File: src/xbc_map.svh
// Purpose: Offsets, field positions, reset values and timing counts of the bus control block
// Assumes: Included by its bare name
// Notes: Definitions only
`ifndef XBC_MAP_SVH
`define XBC_MAP_SVH

// ==========================================================================
// Register byte offsets
`define XBC_OFF_CTRL 8'h00
`define XBC_OFF_CONFIG 8'h04
`define XBC_OFF_ADDR 8'h08
`define XBC_OFF_LATCH 8'h0c
`define XBC_OFF_CMD 8'h10
`define XBC_OFF_STATUS 8'h14
`define XBC_OFF_RDATA 8'h18

// ==========================================================================
// Control register fields
`define XBC_CTRL_DIS_BIT 7
`define XBC_CTRL_WAIT_LSB 4
`define XBC_CTRL_WM_LSB 0
`define XBC_CTRL_RESET 8'h00
`define XBC_CTRL_MASK 8'hb3
`define XBC_CONFIG_RESET 1'b1

// ==========================================================================
// Timing
`define XBC_CLK_NS 25
`define XBC_TCY_NS 100
`define XBC_CLKS_PER_TCY (`XBC_TCY_NS / `XBC_CLK_NS)
`define XBC_FIFO_DEPTH 8

`endif

File: src/xbc_pkg.sv
// Purpose: Types shared by the bus control block
// Assumes: Nothing
// Notes: Constants live in xbc_map.svh
package xbc_pkg;

    typedef struct packed {
        logic bus_disable_bit;
        logic [1:0] wait_field;
        logic [1:0] write_mode_field;
    } xbc_ctrl_type;

    typedef struct packed {
        logic is_write;
        logic [15:0] addr;
        logic [15:0] data;
    } xbc_cmd_type;

    typedef enum logic [1:0] {
        ST_IDLE = 2'b00,
        ST_ADDR = 2'b01,
        ST_DATA = 2'b10
    } xbc_state_type;

endpackage : xbc_pkg

File: src/xbc_fifo.sv
// Purpose: Small synchronous FIFO with valid/ready on both sides
// Assumes: DEPTH is a power of two
// Notes: Output is the head entry, no extra latency
`timescale 1ns/10ps
`default_nettype none
module xbc_fifo #(
    parameter int WIDTH = 33,
    parameter int DEPTH = 8
) (
    input wire logic clock, // Core clock
    input wire logic srst, // Synchronous reset
    input wire logic [WIDTH-1:0] in_data, // Entry to push
    input wire logic in_valid, // Push request
    output logic in_ready, // Room available
    output logic [WIDTH-1:0] out_data, // Head entry
    output logic out_valid, // Head present
    input wire logic out_ready // Pop request
);
    localparam int AW = $clog2(DEPTH);
    logic [WIDTH-1:0] mem_reg [DEPTH];
    logic [AW-1:0] wptr_reg, wptr_next, rptr_reg, rptr_next;
    logic [AW:0] count_reg, count_next;
    logic push, pop;

    assign in_ready = (count_reg != (AW+1)'(DEPTH));
    assign out_valid = (count_reg != '0);
    assign out_data = mem_reg[rptr_reg];
    assign push = in_valid && in_ready;
    assign pop = out_valid && out_ready;

    always_comb begin
        wptr_next = push ? wptr_reg + 1'b1 : wptr_reg;
        rptr_next = pop ? rptr_reg + 1'b1 : rptr_reg;
        count_next = count_reg;
        if (push && !pop) begin
            count_next = count_reg + 1'b1;
        end else if (pop && !push) begin
            count_next = count_reg - 1'b1;
        end
    end

    always_ff @(posedge clock) begin
        if (srst) begin
            wptr_reg <= '0;
            rptr_reg <= '0;
            count_reg <= '0;
        end else begin
            wptr_reg <= wptr_next;
            rptr_reg <= rptr_next;
            count_reg <= count_next;
        end
        if (push) begin
            mem_reg[wptr_reg] <= in_data;
        end
    end
endmodule : xbc_fifo
`default_nettype wire

File: src/xbc_top.sv
// Purpose: External memory bus control with Avalon-MM register access
// Assumes: Pins synchronous to clock; one instruction cycle is several core clocks
// Notes: Table reads/writes are queued as commands and run one at a time on the pins
`timescale 1ns/10ps
`default_nettype none
`include "xbc_map.svh"

// Summary of operation
// - In internal-only program memory mode the control register is disabled, writes ignored.
// - Bus-disable clear: interface owns pins permanently outside internal-only mode, ports and alternates blocked.
// - Bus-disable set: pins are ports, bus takes them only during accesses.
// - After reset bus-disable reads zero, so the bus owns the pins unless internal-only program memory mode is selected.
// - Wait field adds instruction cycles: 11 none, 10 one, 01 two, 00 three.
// - 16-bit write modes: 1x word plus high strobe; 01/00 byte duplicated.
// - In 8-bit width the write-mode field has no effect.
// - Variant without external bus: control register unimplemented, reads zero.
// - Each address/data pin drives its bit as digital output during address phases and write data phases.
// - During read cycles each address/data pin takes in its data bit.
// - While the bus owns a pin, the bus sets its direction, not the direction bit.
module xbc_top #(
    parameter bit HAS_EXT_BUS = 1'b1,
    parameter logic [7:0] CLKS_PER_TCY = 8'(`XBC_CLKS_PER_TCY),
    parameter int FIFO_DEPTH = `XBC_FIFO_DEPTH
) (
    input wire logic clock, // Core clock, 40 MHz
    input wire logic srst, // Synchronous reset, active high
    input wire logic [7:0] avs_address, // Avalon byte address
    input wire logic avs_read, // Avalon read
    input wire logic avs_write, // Avalon write
    input wire logic [31:0] avs_writedata, // Avalon write data
    input wire logic [3:0] avs_byteenable, // Avalon byte enables
    output logic [31:0] avs_readdata, // Avalon read data
    output logic avs_waitrequest, // Avalon wait request
    input wire logic internal_only_mode, // Program memory mode without external memory
    input wire logic [15:0] port_out, // Port latch values
    input wire logic [15:0] pin_direction_bit, // Port direction, 1 = input
    input wire logic [15:0] ad_in, // Pin levels
    output logic [15:0] ad_out, // Pin output values
    output logic [15:0] ad_oe, // Pin output enables
    output logic ale, // Address latch enable
    output logic oe_n, // Read strobe, active low
    output logic write_strobe_high_n, // High byte write strobe, active low
    output logic write_strobe_low_n, // Low byte write strobe, active low
    output logic ub_n, // Upper byte select, active low
    output logic lb_n, // Lower byte select, active low
    output logic bus_owns_pins // Pins given to the bus
);
    // ======================================================================
    // Register bus
    xbc_pkg::xbc_ctrl_type ctrl_reg, ctrl_next;
    logic width16_reg, width16_next;
    logic [15:0] addr_reg, addr_next, table_latch_reg, table_latch_next;
    logic [15:0] rdata_reg, rdata_next;
    logic rvalid_reg, rvalid_next, wait_reg, wait_next;
    logic [31:0] readdata_next;
    logic ctrl_visible, wr_fire, rd_fire, push_cmd;
    logic fifo_in_ready, fifo_out_valid, fifo_pop;
    xbc_pkg::xbc_cmd_type fifo_in, fifo_out;

    function automatic logic [7:0] ctrl_word(input xbc_pkg::xbc_ctrl_type c);
        logic [7:0] w;
        w = 8'h00;
        w[`XBC_CTRL_DIS_BIT] = c.bus_disable_bit;
        w[`XBC_CTRL_WAIT_LSB +: 2] = c.wait_field;
        w[`XBC_CTRL_WM_LSB +: 2] = c.write_mode_field;
        return w;
    endfunction : ctrl_word

    assign ctrl_visible = HAS_EXT_BUS && !internal_only_mode;
    assign wr_fire = avs_write && !wait_reg;
    assign rd_fire = avs_read && !wait_reg;
    assign push_cmd = wr_fire && (avs_address == `XBC_OFF_CMD) && avs_byteenable[0];
    assign fifo_in = '{is_write: avs_writedata[0], addr: addr_reg, data: table_latch_reg};

    // Bus engine signals used by the register side
    xbc_pkg::xbc_state_type state_reg, state_next;
    xbc_pkg::xbc_cmd_type cur_reg, cur_next;
    logic [7:0] cnt_reg, cnt_next;
    logic capture;

    always_comb begin
        ctrl_next = ctrl_reg;
        width16_next = width16_reg;
        addr_next = addr_reg;
        table_latch_next = table_latch_reg;
        readdata_next = 32'h0000_0000;
        // Command writes stall while the queue is full
        wait_next = 1'b1;
        if (wait_reg && (avs_read || avs_write)) begin
            wait_next = avs_write && avs_address == `XBC_OFF_CMD && !fifo_in_ready;
        end
        if (wr_fire && avs_byteenable[0]) begin
            case (avs_address)
                `XBC_OFF_CTRL: begin
                    if (ctrl_visible) begin
                        ctrl_next.bus_disable_bit = avs_writedata[`XBC_CTRL_DIS_BIT];
                        ctrl_next.wait_field = avs_writedata[`XBC_CTRL_WAIT_LSB +: 2];
                        ctrl_next.write_mode_field = avs_writedata[`XBC_CTRL_WM_LSB +: 2];
                    end
                end
                `XBC_OFF_CONFIG: width16_next = avs_writedata[0];
                `XBC_OFF_ADDR: addr_next[7:0] = avs_writedata[7:0];
                `XBC_OFF_LATCH: table_latch_next[7:0] = avs_writedata[7:0];
                default: ;
            endcase
        end
        if (wr_fire && avs_byteenable[1]) begin
            if (avs_address == `XBC_OFF_ADDR) begin
                addr_next[15:8] = avs_writedata[15:8];
            end
            if (avs_address == `XBC_OFF_LATCH) begin
                table_latch_next[15:8] = avs_writedata[15:8];
            end
        end
        case (avs_address)
            `XBC_OFF_CTRL: readdata_next[7:0] = ctrl_visible ? ctrl_word(ctrl_reg) : '0;
            `XBC_OFF_CONFIG: readdata_next[0] = width16_reg;
            `XBC_OFF_ADDR: readdata_next[15:0] = addr_reg;
            `XBC_OFF_LATCH: readdata_next[15:0] = table_latch_reg;
            `XBC_OFF_STATUS: readdata_next[3:0] = {rvalid_reg, !fifo_out_valid, !fifo_in_ready,
                                                    state_reg != xbc_pkg::ST_IDLE};
            `XBC_OFF_RDATA: readdata_next[15:0] = rdata_reg;
            default: readdata_next = 32'h0000_0000;
        endcase
        rdata_next = capture ? ad_in : rdata_reg;
        // New read data wins over the clear by software
        rvalid_next = capture ? 1'b1 :
                      (rd_fire && avs_address == `XBC_OFF_RDATA) ? 1'b0 : rvalid_reg;
    end

    always_ff @(posedge clock) begin
        if (srst) begin
            ctrl_reg <= xbc_pkg::xbc_ctrl_type'(5'(`XBC_CTRL_RESET));
            width16_reg <= `XBC_CONFIG_RESET;
            addr_reg <= 16'h0000;
            table_latch_reg <= 16'h0000;
            rdata_reg <= 16'h0000;
            rvalid_reg <= 1'b0;
            wait_reg <= 1'b1;
            avs_readdata <= 32'h0000_0000;
        end else begin
            ctrl_reg <= ctrl_next;
            width16_reg <= width16_next;
            addr_reg <= addr_next;
            table_latch_reg <= table_latch_next;
            rdata_reg <= rdata_next;
            rvalid_reg <= rvalid_next;
            wait_reg <= wait_next;
            avs_readdata <= readdata_next;
        end
    end
    assign avs_waitrequest = wait_reg;

    xbc_fifo #(.WIDTH($bits(xbc_pkg::xbc_cmd_type)), .DEPTH(FIFO_DEPTH)) u_fifo (
        .clock(clock),
        .srst(srst),
        .in_data(fifo_in),
        .in_valid(push_cmd),
        .in_ready(fifo_in_ready),
        .out_data(fifo_out),
        .out_valid(fifo_out_valid),
        .out_ready(fifo_pop)
    );

    // ======================================================================
    // Bus engine
    logic bus_allowed, is_read;
    logic [7:0] data_len;
    logic [15:0] ad_out_next, ad_oe_next, bus_oe;
    logic [15:0] wdata;
    logic ale_next, oe_n_next, wrh_n_next, wrl_n_next, ub_n_next, lb_n_next, owns_next;

    assign bus_allowed = ctrl_visible;
    assign fifo_pop = (state_reg == xbc_pkg::ST_IDLE) && fifo_out_valid && bus_allowed;
    assign is_read = !cur_reg.is_write;
    assign data_len = 8'(CLKS_PER_TCY * (8'd4 - {6'd0, ctrl_reg.wait_field})) - 8'd1;
    // Capture in the last clock of the data phase, when cnt_reg is zero, so the pins have settled
    assign capture = (state_reg == xbc_pkg::ST_DATA) && is_read && cnt_reg == 8'd0;

    always_comb begin
        state_next = state_reg;
        cur_next = cur_reg;
        cnt_next = (cnt_reg != 8'd0) ? cnt_reg - 8'd1 : 8'd0;
        case (state_reg)
            xbc_pkg::ST_IDLE: begin
                if (fifo_pop) begin
                    cur_next = fifo_out;
                    cnt_next = CLKS_PER_TCY - 8'd1;
                    state_next = xbc_pkg::ST_ADDR;
                end
            end
            xbc_pkg::ST_ADDR: begin
                if (cnt_reg == 8'd0) begin
                    cnt_next = data_len;
                    state_next = xbc_pkg::ST_DATA;
                end
            end
            xbc_pkg::ST_DATA: begin
                if (cnt_reg == 8'd0) begin
                    state_next = xbc_pkg::ST_IDLE;
                end
            end
            default: state_next = xbc_pkg::ST_IDLE;
        endcase
    end

    always_comb begin
        wdata = cur_reg.data;
        wrh_n_next = 1'b1;
        wrl_n_next = 1'b1;
        ub_n_next = 1'b1;
        lb_n_next = 1'b1;
        ale_next = (state_reg == xbc_pkg::ST_ADDR);
        oe_n_next = !((state_reg == xbc_pkg::ST_DATA) && is_read);
        bus_oe = 16'h0000;
        ad_out_next = 16'h0000;
        if (state_reg == xbc_pkg::ST_ADDR) begin
            bus_oe = 16'hffff;
            ad_out_next = cur_reg.addr;
        end else if (state_reg == xbc_pkg::ST_DATA && cur_reg.is_write) begin
            bus_oe = 16'hffff;
            if (!width16_reg) begin
                wdata = {8'h00, cur_reg.data[7:0]};
                wrl_n_next = 1'b0;
            end else if (ctrl_reg.write_mode_field[1]) begin
                wrh_n_next = 1'b0;
            end else begin
                wdata = {cur_reg.data[7:0], cur_reg.data[7:0]};
                if (ctrl_reg.write_mode_field[0]) begin
                    wrl_n_next = 1'b0;
                    ub_n_next = !cur_reg.addr[0];
                    lb_n_next = cur_reg.addr[0];
                end else begin
                    wrh_n_next = !cur_reg.addr[0];
                    wrl_n_next = cur_reg.addr[0];
                end
            end
            ad_out_next = wdata;
        end
        owns_next = bus_allowed && (!ctrl_reg.bus_disable_bit
                                    || state_reg != xbc_pkg::ST_IDLE);
        if (!owns_next) begin
            ad_out_next = port_out;
        end
        ad_oe_next = owns_next ? bus_oe : ~pin_direction_bit;
    end

    always_ff @(posedge clock) begin
        if (srst) begin
            state_reg <= xbc_pkg::ST_IDLE;
            cur_reg <= '0;
            cnt_reg <= 8'd0;
            ad_out <= 16'h0000;
            ad_oe <= 16'h0000;
            ale <= 1'b0;
            oe_n <= 1'b1;
            write_strobe_high_n <= 1'b1;
            write_strobe_low_n <= 1'b1;
            ub_n <= 1'b1;
            lb_n <= 1'b1;
            bus_owns_pins <= 1'b0;
        end else begin
            state_reg <= state_next;
            cur_reg <= cur_next;
            cnt_reg <= cnt_next;
            ad_out <= ad_out_next;
            ad_oe <= ad_oe_next;
            ale <= ale_next;
            oe_n <= oe_n_next;
            write_strobe_high_n <= wrh_n_next;
            write_strobe_low_n <= wrl_n_next;
            ub_n <= ub_n_next;
            lb_n <= lb_n_next;
            bus_owns_pins <= owns_next;
        end
    end

    // ======================================================================
    // Checks
    logic [7:0] phase_cnt;
    always_ff @(posedge clock) begin
        if (srst || state_reg != xbc_pkg::ST_DATA) begin
            phase_cnt <= 8'd0;
        end else begin
            phase_cnt <= phase_cnt + 8'd1;
        end
    end
endmodule : xbc_top
`default_nettype wire

File: config.mk
export PLATFORM = sky130hd
export DESIGN_NAME = xbc_top
export DESIGN_NICKNAME = d
export VERILOG_FILES = /design/src/xbc_pkg.sv /design/src/xbc_fifo.sv /design/src/xbc_top.sv
export VERILOG_INCLUDE_DIRS = /design/src /design/src/src
export SDC_FILE = /design/constraint.sdc
export NUM_CORES = 1
export LEC_CHECK = 0
export ABC_CLOCK_PERIOD_IN_PS = 4250
export BUFFER_PORTS_ARGS = -buffer_cell sky130_fd_sc_hd__buf_2
export CAP_MARGIN = 20
export CORE_MARGIN = 1
export CORE_UTILIZATION = 59
export CTS_CLUSTER_DIAMETER = 50
export DETAILED_ROUTE_END_ITERATION = 6
export MAX_ROUTING_LAYER = met4
export PLACE_DENSITY = 0.8
export SLEW_MARGIN = 40
export SYNTH_ARGS = -nofsm -noshare
export SYNTH_HDL_FRONTEND = slang
export SYNTH_SLANG_ARGS = --single-unit
File: constraint.sdc
create_clock -name clock -period 4.25 [get_ports clock]
set_input_delay 0.2125 -clock clock [delete_from_list [all_inputs] [get_ports clock]]
set_output_delay 0.2125 -clock clock [all_outputs]
set_load 0.005 [all_outputs]
==> run summary, run 1 <==
The total track usage is 0.2914. The post-route DRC violation count came out at 0. After the last flow step, the layout net total stands at 1434.

Count of vias placed by the detailed router: 10480. The tools report the post-CTS resize count as 0. For the total CTS buffers, the log shows 42. Excluding fillers, the count of instances in the completed layout stands at 1738. On the final layout, the worst hold slack is 0.02967 ns. The transition time at the pin with the least slew margin is 0.8214 ns, and the count of yosys warnings during synthesis is 0.

In this run the critical register-to-register path is captured at u_fifo.count_reg[3]. Across the routed clock network, the largest skew measured is 0.02362 ns. Relative to the synthesized area, the layout overhead comes to 17.97%. The run finished with clean final reports.

The average detailed-routed wire length per instance was 23.18 um. The most critical setup path has its startpoint at u_fifo.count_reg[0]. After detailed routing, the number of vias per cell comes to 6.029. After the first detailed-routing iteration, the DRC count stood at 1065. The number of cells on the worst reg-to-reg path was 10.

The startpoint identified for the worst hold timing path is avs_read. The startpoint-to-endpoint class of the critical path is register to register. The logs give 27860 um^2 for the area inside the core boundary and 10510 for the via count of the first global-routing pass.

For this run, the top clock speed supported by timing is 0.3022 GHz. Max-cap violations in this run came to 0. The share of async-settable or async-resettable flops after synthesis came out at 0.

For the worst setup path, the data required time is 4.67 ns. 0 antenna diodes ended up in the layout. For this run, the leading register cell type out of synthesis is edfxtp_1.

The floorplan has 61 rows. The data arrival time of the worst path came out at 3.73 ns. The tools report the number of cells in the design after placement as 1600.

The floorplan step defined a die boundary enclosing 29050 um^2. In this run the worst path has a maximum fanout of 6. The run gives 5 as the count of TritonRoute iterations in the first routing pass. The area of the mapped netlist is 16740 um^2. The fraction of final layout cells sized beyond drive strength 1 came out at 0.2566. In this run the critical register-to-register path is launched from u_fifo.count_reg[0].

The sequential-to-total area share from yosys stat is 0.6698, and the number of H-tree levels is 2. Counting I/O delays and the setup requirement, the final critical path takes 3.309 ns. Setup repair after global routing left no endpoint under its margin. The clock tree root driver cell is clkbuf_16. Setup slack on the worst reg-to-reg path comes out at 0.94 ns. After detailed routing, the total wire length is 40280 um.

The synthesized design contains 264 enable-type register cells. The average instance area after synthesis was 14.80 um^2; the sum of net half-perimeters after detailed placement was 23440 um. The power density over the cells was 506.3 nW/um^2; the initial cell density of the core was 0.6009.

The clock passes through at most 3 buffers. For this design the static power due to leakage is 0.007468 uW. Entering global routing, the biggest net connects 75 pins.

Setup violations remaining at the end of the flow were counted as 0. The critical path ends at u_fifo.count_reg[3]. The netlist uses 68 different library cells.

The worst-case headroom to the max-slew limit is 0.4447, and the share of the clock period used by the worst path is 0.7785. The number of input and output port buffers inserted works out to 134. The number of instances in the synthesized netlist came out at 1131. IR analysis of the VDD net gives a maximum drop of 0.4427 mV. The worst setup path is launched from a register. The register with the most flip-flops in the layout has 264 of them.

The later pin in the worst-skew pair is clocked with a latency of 0.54 ns. The clock net in this run drives a total of 428 sinks. The final RePlAce weighted congestion was 0.8966; the final total negative setup slack was 0 ns. Class of the most critical hold timing path: primary input to register. The tools report the final number of max-transition violations as 0. The hold violation count in the final report was 0. The total overflow left after global routing is 0. The run gives 169 as the number of top-level design ports. The die is 170.4 um wide. The tools report the number of antenna violations at the first check in global routing as 0. Number of nets still failing antenna checks after routing: 0.

The global-route wire length before repair was 60340 um. TritonCTS built the clock tree. The worst setup path is captured at a register.

In this run the vertical extent of the chip is 170.4 um. For the total chip power, the log shows 9998 uW. The clock transition time at the flip-flop clock pins of the worst setup and hold paths was 0.06 ns. In this run, synthesis produced a sequential element count of 428. The final cell utilization of the core was 0.7088; the number of cells on the worst hold path was 3.
## per-layer routing
metal  vias to the layer above  global-route usage  part of all wire
li1                       4643                   -                 -
met1                      5197              0.3709              0.39
met2                       548              0.4720              0.49
met3                        91             0.04767             0.084
met4                         0              0.1128             0.030
met5                         -                   -                 0
## kinds of logic (layout without fill, tap and decap cells)
kind of cell	count (synthesis)	in the layout	share of synthesized area
buffers and inverters	91	305	0.02863
adder cells (fa/ha/maj)	11	11	0.008671
flip-flops	428	428	0.6698
other	1	16	0.0002240
XOR/XNOR	9	9	0.004709
AO/OA/AOI/OAI	148	148	0.06870
multiplexers	128	128	0.1269
AND/OR/NAND/NOR	315	315	0.09239
## power breakdown
group / leakage (uW) / total, uW / switching (uW) / internal [uW]
Combinational: 0.00287 / 1520 / 790 / 729
Clock: 0.000667 / 3640 / 1540 / 2100
Sequential: 0.00393 / 4840 / 265 / 4570
## cell usage after synthesis (16+ instances only)
master,count,area share
edfxtp_1,264,0.47
dfxtp_1,164,0.20
nor2_1,108,0.024
nand2_1,99,0.022
mux4_2,66,0.089
mux2i_1,48,0.029
a21oi_1,33,0.0099
clkbuf_1,31,0.0070
nand3_1,28,0.0084
a22oi_1,24,0.011
buf_2,21,0.0063
a22oi_2,20,0.015
buf_4,19,0.0085
o21a_1,16,0.0072
## repair_timing
action / in CTS / in global routing
hold endpoints to repair: 75 / 0
hold buffers: 60 / 0
setup buffers: 0 / 0
## layout make-up
type,instances,area [um^2]
Clock buffer,57,1151
Sequential cell,428,11220
Inverter,10,37.54
Fill cell,1711,8112
Clock inverter,21,206.4
Multi-Input combinational cell,627,5175
Timing Repair Buffer,217,1485
Tap cell,378,473.0
## stage by stage
stage               cell area (um^2)  setup slack, ns
floorplan                      16790           0.4387
global placement               17720            1.177
detailed placement             17780            1.105
CTS                            19740            1.055
global route                   19750           0.7519
finish                         19750           0.9414
## how the worst min path moves through the flow
stage | to | slack [ns]
final | avs_waitrequest | 0.03
after global routing | ad_out[13] | 0.03
after CTS | avs_waitrequest | 0.01
after detailed placement | cur_reg[13] | 0.43
after global placement | cur_reg[18] | 0.42
after floorplan | u_fifo.mem_reg[0][32] | 0.31
## worst max-delay path, stage by stage, from the launching register on
cell	delay (ns)
dfxtp_1	0.40
nor4b_1	0.77
and3b_1	0.30
and2_1	0.19
ha_1	0.20
inv_1	0.15
ha_1	0.29
a21oi_1	0.22
a211oi_1	0.10
a31oi_1	0.22
mux2_2	0.36
## cells in the final DEF, fill, tap and decap left out, types with 32 or more instances in the layout
cell	n
dfxtp_1	162
dlygate4sd3_1	60
edfxtp_1	264
a21oi_1	32
nand2_1	99
clkbuf_16	42
buf_2	133
mux4_2	66
mux2i_1	48
nor2_1	102
(Power assumes the default switching activity.)
==> run 2, diff against run 1 <==
- ABC_CLOCK_PERIOD_IN_PS: 4250 -> 3050
- clock period: 4.25 -> 3.05 ns (I/O delays scaled with it)
==> run 2 against run 1 <==
  * Count of clock-buffer cells in the layout is 4 higher
  * Clock skew shrank 0.0017 ns
  * Die area did not move
  * Via count increased by 2.8%
  * Routed wire length is 4.8% higher
  * Setup slack got worse by 0.76 ns
  * Sequential power increased by 38%
  * Non-clock buffer count grew 21
  * Clock power rose by 41%
  * Global-route usage rose by 1.5 points
  * Critical path type unchanged
  * Largest power group unchanged
==> run summary, run 2 (same netlist as run 1, synthesis figures left out) <==
The flow ran to the end, and the final reports show no timing, DRC or antenna violations. Setup repair after global routing left no endpoint under its margin. The kind of cell with the highest combined delay along the critical path is simple AND/OR/NAND/NOR gates. The tightest min-delay check is of the primary input to register type.

The maximum net fanout on the critical path came out at 7. For this run, the detailed router's first-pass iteration total came to 5. The run gives 0.478 as the proportion of power drawn by flip-flops and latches. The internal power of the cells totals 10400 uW. In the routed design, unresolved DRC markers number 0. The run gives 14010 uW as the total chip power.

The clock passes through at most 3 buffers. The logs give 42 for the total CTS buffers and 0.02196 ns for the worst setup skew after layout. The signal on the critical path passes through or4_1, nand2_2, ha_1, inv_1, ha_1, a21oi_1, a211oi_1, a31oi_1, mux2_2. The average detailed-routed wire length per instance came out at 23.99 um. The slowest stage of the critical path is the or4_1 cell. Static power due to leakage: 0.007653 uW.

In this run the remaining antenna-violating nets after routing total 0. Startpoint-to-endpoint class of the critical path: register to register. The total congestion overflow after global routing is 0, and the count of vias placed by the detailed router is 10770.

For the area inside the core boundary, the log shows 27860 um^2. TritonCTS built the clock tree. Required time of the worst setup path: 3.48 ns. Static timing analysis puts the maximum clock frequency at 0.3491 GHz.

Buffers placed on the I/O ports in this run total 134. Terminating pin of the worst hold path: ad_oe[0]. The total track usage came out at 0.3063. In this run the vertical extent of the chip is 170.4 um. The DRC violation total after the first TritonRoute iteration is 1467. The top cell types in the final layout, fill and taps aside, are edfxtp_1 (264), dfxtp_1 (162), buf_2 (133), nor2_1 (102), nand2_1 (99).

The run gives 0 as the hold violation count in the final report. Area of the die: 29050 um^2. The logs give 0.7197 for the final cell utilization of the core and 0 for the final number of max-transition violations. The clock transition time at the flip-flop clock pins of the worst setup and hold paths works out to 0.06 ns.

The number of antenna violations at the first check in global routing was 0; the worst-case register-to-register setup slack was 0.19 ns. The final critical delay including setup and external delays was 2.864 ns. The sort of element at the end of the critical path was a register.

The startpoint identified for the worst hold timing path is srst. The fraction of final layout cells sized beyond drive strength 1 works out to 0.2607. At the end of the flow, the number of nets in the layout was 1455. The analysis attributes to net switching a power of 3613 uW. The most numerous cell type found on the critical path is ha_1. The clock latency on the worst-skew pair was 0.54 ns.

The cell sitting at the root of the clock tree is a clkbuf_16. The number of cells on the worst hold path is 2, and the worst setup slack after layout is 0.1855 ns. STA puts the critical path data arrival time at 3.29 ns. Sum of net half-perimeters after detailed placement: 24240 um. The first global-routing pass estimated 62980 um of wire. The final RePlAce weighted congestion was 0.8775. For the post-CTS setup-driven buffer insertion count, the log shows 0.

The library cell used most frequently in the layout, excluding fill and tap cells, is edfxtp_1. The tools report the beginning of the worst register-to-register path as u_fifo.count_reg[0]. The worst-case headroom to the max-slew limit was 0.4211. The number of antenna diodes in the final layout is 0. Prior to clock tree synthesis, the placed netlist has a worst setup slack of 0.1537 ns.

Setup violations remaining at the end of the flow were counted as 0. The number of H-tree levels was 2. The initialized floorplan defines 61 standard-cell rows. The routed design has 42200 um of wire. The initial cell density of the core is 0.6009. The tools report the final total negative setup slack as 0 ns.

The delay of the slowest cell on the worst path works out to 0.68 ns. The proportion of power drawn by the clock network was 0.366. Maximum vdd drop: 0.5931 mV. The overall die width is 170.4 um. The combinational group share of total power was 0.156; the area added between synthesis and finish was 19.77%. The flip-flop count of the largest register after layout was 264; the share of the clock period used by the worst path was 0.9392. The endpoint identified for the worst register-to-register timing path is u_fifo.count_reg[3]. The share of total power consumed by net switching was 0.2578; the vias per cell was 6.122.

The via count of the first global-routing pass is 10850. STA classifies the critical path startpoint as a register. The power density over the cells is 698.9 nW/um^2, and the TritonCTS sink count is 428. The largest net degree at the start of global routing was 81.

During I/O placement, the number of pins put on the boundary was 169. Max-cap violations in this run came to 0. Number of cells on the worst reg-to-reg path: 9. Transition time at the pin with the least slew margin: 0.8674 ns. The total buffers and inverters traversed by the critical path was 1.
[run 2: cell types whose count changed in the layout (fill, tap and decap cells not counted), sizes merged, moves of 3 or more]
| cell | previous run | this run |
|---|---|---|
| clkbuf | 57 | 61 |
| buf | 157 | 171 |
| dlygate4sd3 | 60 | 67 |
| inv | 14 | 11 |
[run 2: metal layers]
layer | GRT usage | wire length, um | up-vias
li1 | - | - | 4678
met1 | 0.3883 | 15580 | 5347
met2 | 0.4959 | 20920 | 648
met3 | 0.05953 | 4489 | 95
met4 | 0.1065 | 1211 | 0
met5 | - | 0 | -
[run 2: area by class of cell]
class,count,area (um^2)
clock buffer,61,1236
tap,378,473.0
clock inverter,17,132.6
sequential,428,11220
timing repair buffer,238,1763
inverter,10,37.54
fill,1712,7810
multi-input combinational,627,5190
[run 2: worst max-delay path by stage]
stage | from | end | slack, ns | cells past startpoint
final | u_fifo.count_reg[0] | u_fifo.count_reg[3] | 0.19 | 9
after global routing | u_fifo.count_reg[0] | u_fifo.count_reg[3] | 0.03 | 10
after CTS | u_fifo.count_reg[0] | u_fifo.count_reg[3] | 0.12 | 10
after global placement | u_fifo.count_reg[0] | u_fifo.count_reg[3] | 0.23 | 10
after detailed placement | u_fifo.count_reg[0] | u_fifo.count_reg[3] | 0.15 | 10
after floorplan | avs_waitrequest | u_fifo.mem_reg[2][0] | 0.12 | 5
[run 2: power by group through the flow]
stage / clock (uW) / combinational [uW] / sequential (uW)
after floorplan: 0 / 1600 / 6670
after global placement: 0 / 2000 / 6780
after detailed placement: 0 / 2060 / 6800
after CTS: 5150 / 2150 / 6680
after global routing: 5390 / 2370 / 6730
final: 5130 / 2180 / 6690
[run 2: timing repair]
| item | 4_1_cts | 5_1_grt |
|---|---|---|
| hold endpoints to repair | 93 | 0 |
| endpoints found under the setup margin | 0 | 1 |
| gates resized for setup | 0 | 1 |
| hold buffers | 67 | 0 |
[run 2: worst reg2reg max path, delay by kind of cell, from the launching register on]
kind,cells,cell delay (ns)
AO/OA/AOI/OAI,3,0.47
adder cells (fa/ha/maj),2,0.56
buffers and inverters,1,0.10
flip-flops,1,0.40
multiplexers,1,0.35
AND/OR/NAND/NOR,2,0.88
[run 2: stage by stage]
stage,hold WS (ns),std cells,cell area (um^2)
floorplan,0.2514,1146,16800
global placement,0.3801,1614,18000
detailed placement,0.3934,1614,18000
CTS,0.009874,1759,20040
global route,0.03215,1759,20050
finish,0.01914,1759,20050
==> run 3, diff against run 2 <==
- CORE_UTILIZATION: 59 -> 38
- PLACE_DENSITY: 0.8 -> unset
==> run 3 against run 2 <==
  * Utilization down 25 points
  * Routed wire length down 1.6%
  * Critical path depth unchanged
  * Largest cell class unchanged
==> run summary, run 3 (same netlist as run 1, synthesis figures left out) <==
The logs give 0 for the final antenna diode count and 3.29 ns for the data arrival time of the worst path. The library cells used most frequently in the layout, excluding fill and tap cells, are edfxtp_1 (264), dfxtp_1 (161), buf_2 (133), nor2_1 (102), nand2_1 (99). The launch point of the worst hold path was avs_address[0]. The TritonCTS sink count is 428, and the number of standard cells in the layout, taps in and fillers out is 1984. The maximum net fanout on the critical path was 7. Entering global routing, the biggest net connects 52 pins. Total power for the finished layout comes to 14090 uW. Global-route wire length before repair: 61610 um. The later pin in the worst-skew pair is clocked with a latency of 0.57 ns. The die covers 44890 um^2.

During placement, the flow inserted port buffers numbering 134. Setup violations remaining at the end of the flow were counted as 0. The final route contains 10250 vias. STA classifies the critical path endpoint as a register. Setup repair after global routing left no endpoint under its margin. The most common cell after layout, fill and taps aside was edfxtp_1.

The fraction of final layout cells sized beyond drive strength 1 came out at 0.2602. TritonCTS built the clock tree. For this block, wires on met1 add up to 18150 um. Initial cell density of the core: 0.3869.

The clock tree root driver cell was clkbuf_16. The worst-case headroom to the max-slew limit is 0.4890, and the power density over the cells is 687.8 nW/um^2. The clock transition time at the flip-flop clock pins of the worst setup and hold paths works out to 0.06 ns. The run finished with clean final reports. The number of antenna violations at the first check in global routing was 1; the number of nets still failing antenna checks after routing was 0. The routed design could run at a clock period as short as 2.835 ns. Hold violation count in the final report: 0.

Measured along the y axis, the die boundary spans 211.9 um. Number of cells on the worst reg-to-reg path: 9. The transition time at the pin with the least slew margin is 0.7666 ns.

The number of cells in the design after placement is 1817. Startpoint-to-endpoint class of the critical path: register to register. The run gives 0 as the final number of max-transition violations. The worst setup path startpoint was u_fifo.count_reg[0].

After detailed routing, the met3 layer carries 2457 um of wire. The run gives 0 ns as the final total negative setup slack. Max-cap violations in this run came to 0. The tools report the beginning of the worst register-to-register path as u_fifo.count_reg[0].

The required time of the worst setup path was 3.50 ns. The HPWL after detailed placement is 25240 um. The region available for standard cell placement spans 43270 um^2.

IR analysis of the VDD net gives a maximum drop of 0.3725 mV. Fill cell instance count of the final layout: 3781. The highest routed metal layer is met4.

Clock tree synthesis inserted a total of 47 buffers. The worst hold path terminates at avs_readdata[1]. The logs give 1470 for the final net count and 0.01401 ns for the worst hold margin. The analysis attributes to cell leakage a power of 0.007748 uW.

STA classifies the critical path startpoint as a register. The worst hold path passes through 4 cells. The vias per cell works out to 5.165. For the via count of the first global-routing pass, the log shows 10260.

The tools report the worst flop-to-flop path endpoint as u_fifo.count_reg[3]. For this run, the top clock speed supported by timing is 0.3527 GHz. Compared with the post-synthesis result, the final layout area differs by 22.43%.

The initialized floorplan defines 76 standard-cell rows. For the post-route DRC violation count, the log shows 0. The worst-case register-to-register setup slack came out at 0.21 ns. The flip-flop count of the largest register after layout is 264, and the worst setup skew after layout is 0.02029 ns. The number of H-tree levels was 2. The final cell utilization of the core is 0.4737.

Measured along the x axis, the die boundary spans 211.9 um. For this block, the routed nets add up to 41540 um of wire. The DRC violation total after the first TritonRoute iteration came out at 780. Detailed routing placed a total of 19740 um of wire on met2. The count of TritonRoute iterations in the first routing pass is 4. The total congestion overflow after global routing was 0. Routability-driven placement finished with a final weighted congestion of 0.8278. For the total track usage, the log shows 0.1926.

The post-CTS setup-driven buffer insertion count was 0; the share of the clock period used by the worst path was 0.9295. In this run the worst hold path is classified as primary input to register. The logs give 3 for the deepest clock path buffer count and 169 for the number of top-level design ports. In the final routed layout, each cell accounts on average for 20.94 um.
-- run 3: cell count changes in the layout (fill, tap and decap cells not counted), moves of 2 or more --
cell / previous run / this run
buf_4: 26 / 21
bufinv_16: 2 / 0
dlygate4sd3_1: 67 / 81
clkbuf_16: 45 / 47
clkinvlp_4: 1 / 3
buf_12: 11 / 13
-- run 3: how the worst max path moves through the flow --
stage | endpoint | depth (start not counted) | slack, ns
4_1_cts | u_fifo.count_reg[3] | 10 | 0.21
2_1_floorplan | u_fifo.mem_reg[2][0] | 5 | 0.12
3_5_place_dp | u_fifo.count_reg[3] | 10 | 0.23
3_3_place_gp | u_fifo.count_reg[3] | 10 | 0.25
6_report | u_fifo.count_reg[3] | 9 | 0.21
5_1_grt | u_fifo.count_reg[3] | 10 | 0.03
-- run 3: timing repair --
item | 4_1_cts | 5_1_grt
hold endpoints to repair | 97 | 0
hold buffers | 81 | 0
gates resized for setup | 0 | 0
-- run 3: where the power goes --
group | switching [uW] | total [uW] | internal [uW]
logic | 1110 | 2170 | 1050
clock network | 2270 | 5260 | 2990
registers | 291 | 6670 | 6380
total | 3670 | 14100 | 10400
-- run 3: cell type report --
cell class | count | area, um^2 | share of cell area
inverter | 10 | 37.54 | 0.001832
sequential | 428 | 11220 | 0.5473
timing repair buffer | 248 | 1894 | 0.09244
multi-input combinational | 627 | 5186 | 0.2531
tap | 585 | 732.0 | 0.03572
clock buffer | 65 | 1304 | 0.06362
clock inverter | 21 | 122.6 | 0.005983
-- run 3: per-stage QoR --
step                cell area (um^2)  setup WS, ns
floorplan                      16800        0.1177
global placement               18250        0.2451
detailed placement             18260        0.2323
CTS                            20490        0.2092
global route                   20490       0.02641
finish                         20490        0.2150
-- run 3: worst max-delay path: stages, from the launching register on --
cell      delay [ns]
dfxtp_1         0.39
or4_1           0.67
nand2_2         0.22
ha_1            0.20
inv_1           0.11
ha_1            0.36
a21oi_1         0.18
a211oi_1        0.09
a31oi_1         0.17
mux2_2          0.35
-- run 3: layer usage --
layer	track usage	vias to the layer above
li1	-	4726
met1	0.2546	5162
met2	0.2996	279
met3	0.03204	80
met4	0.06972	0
met5	-	-
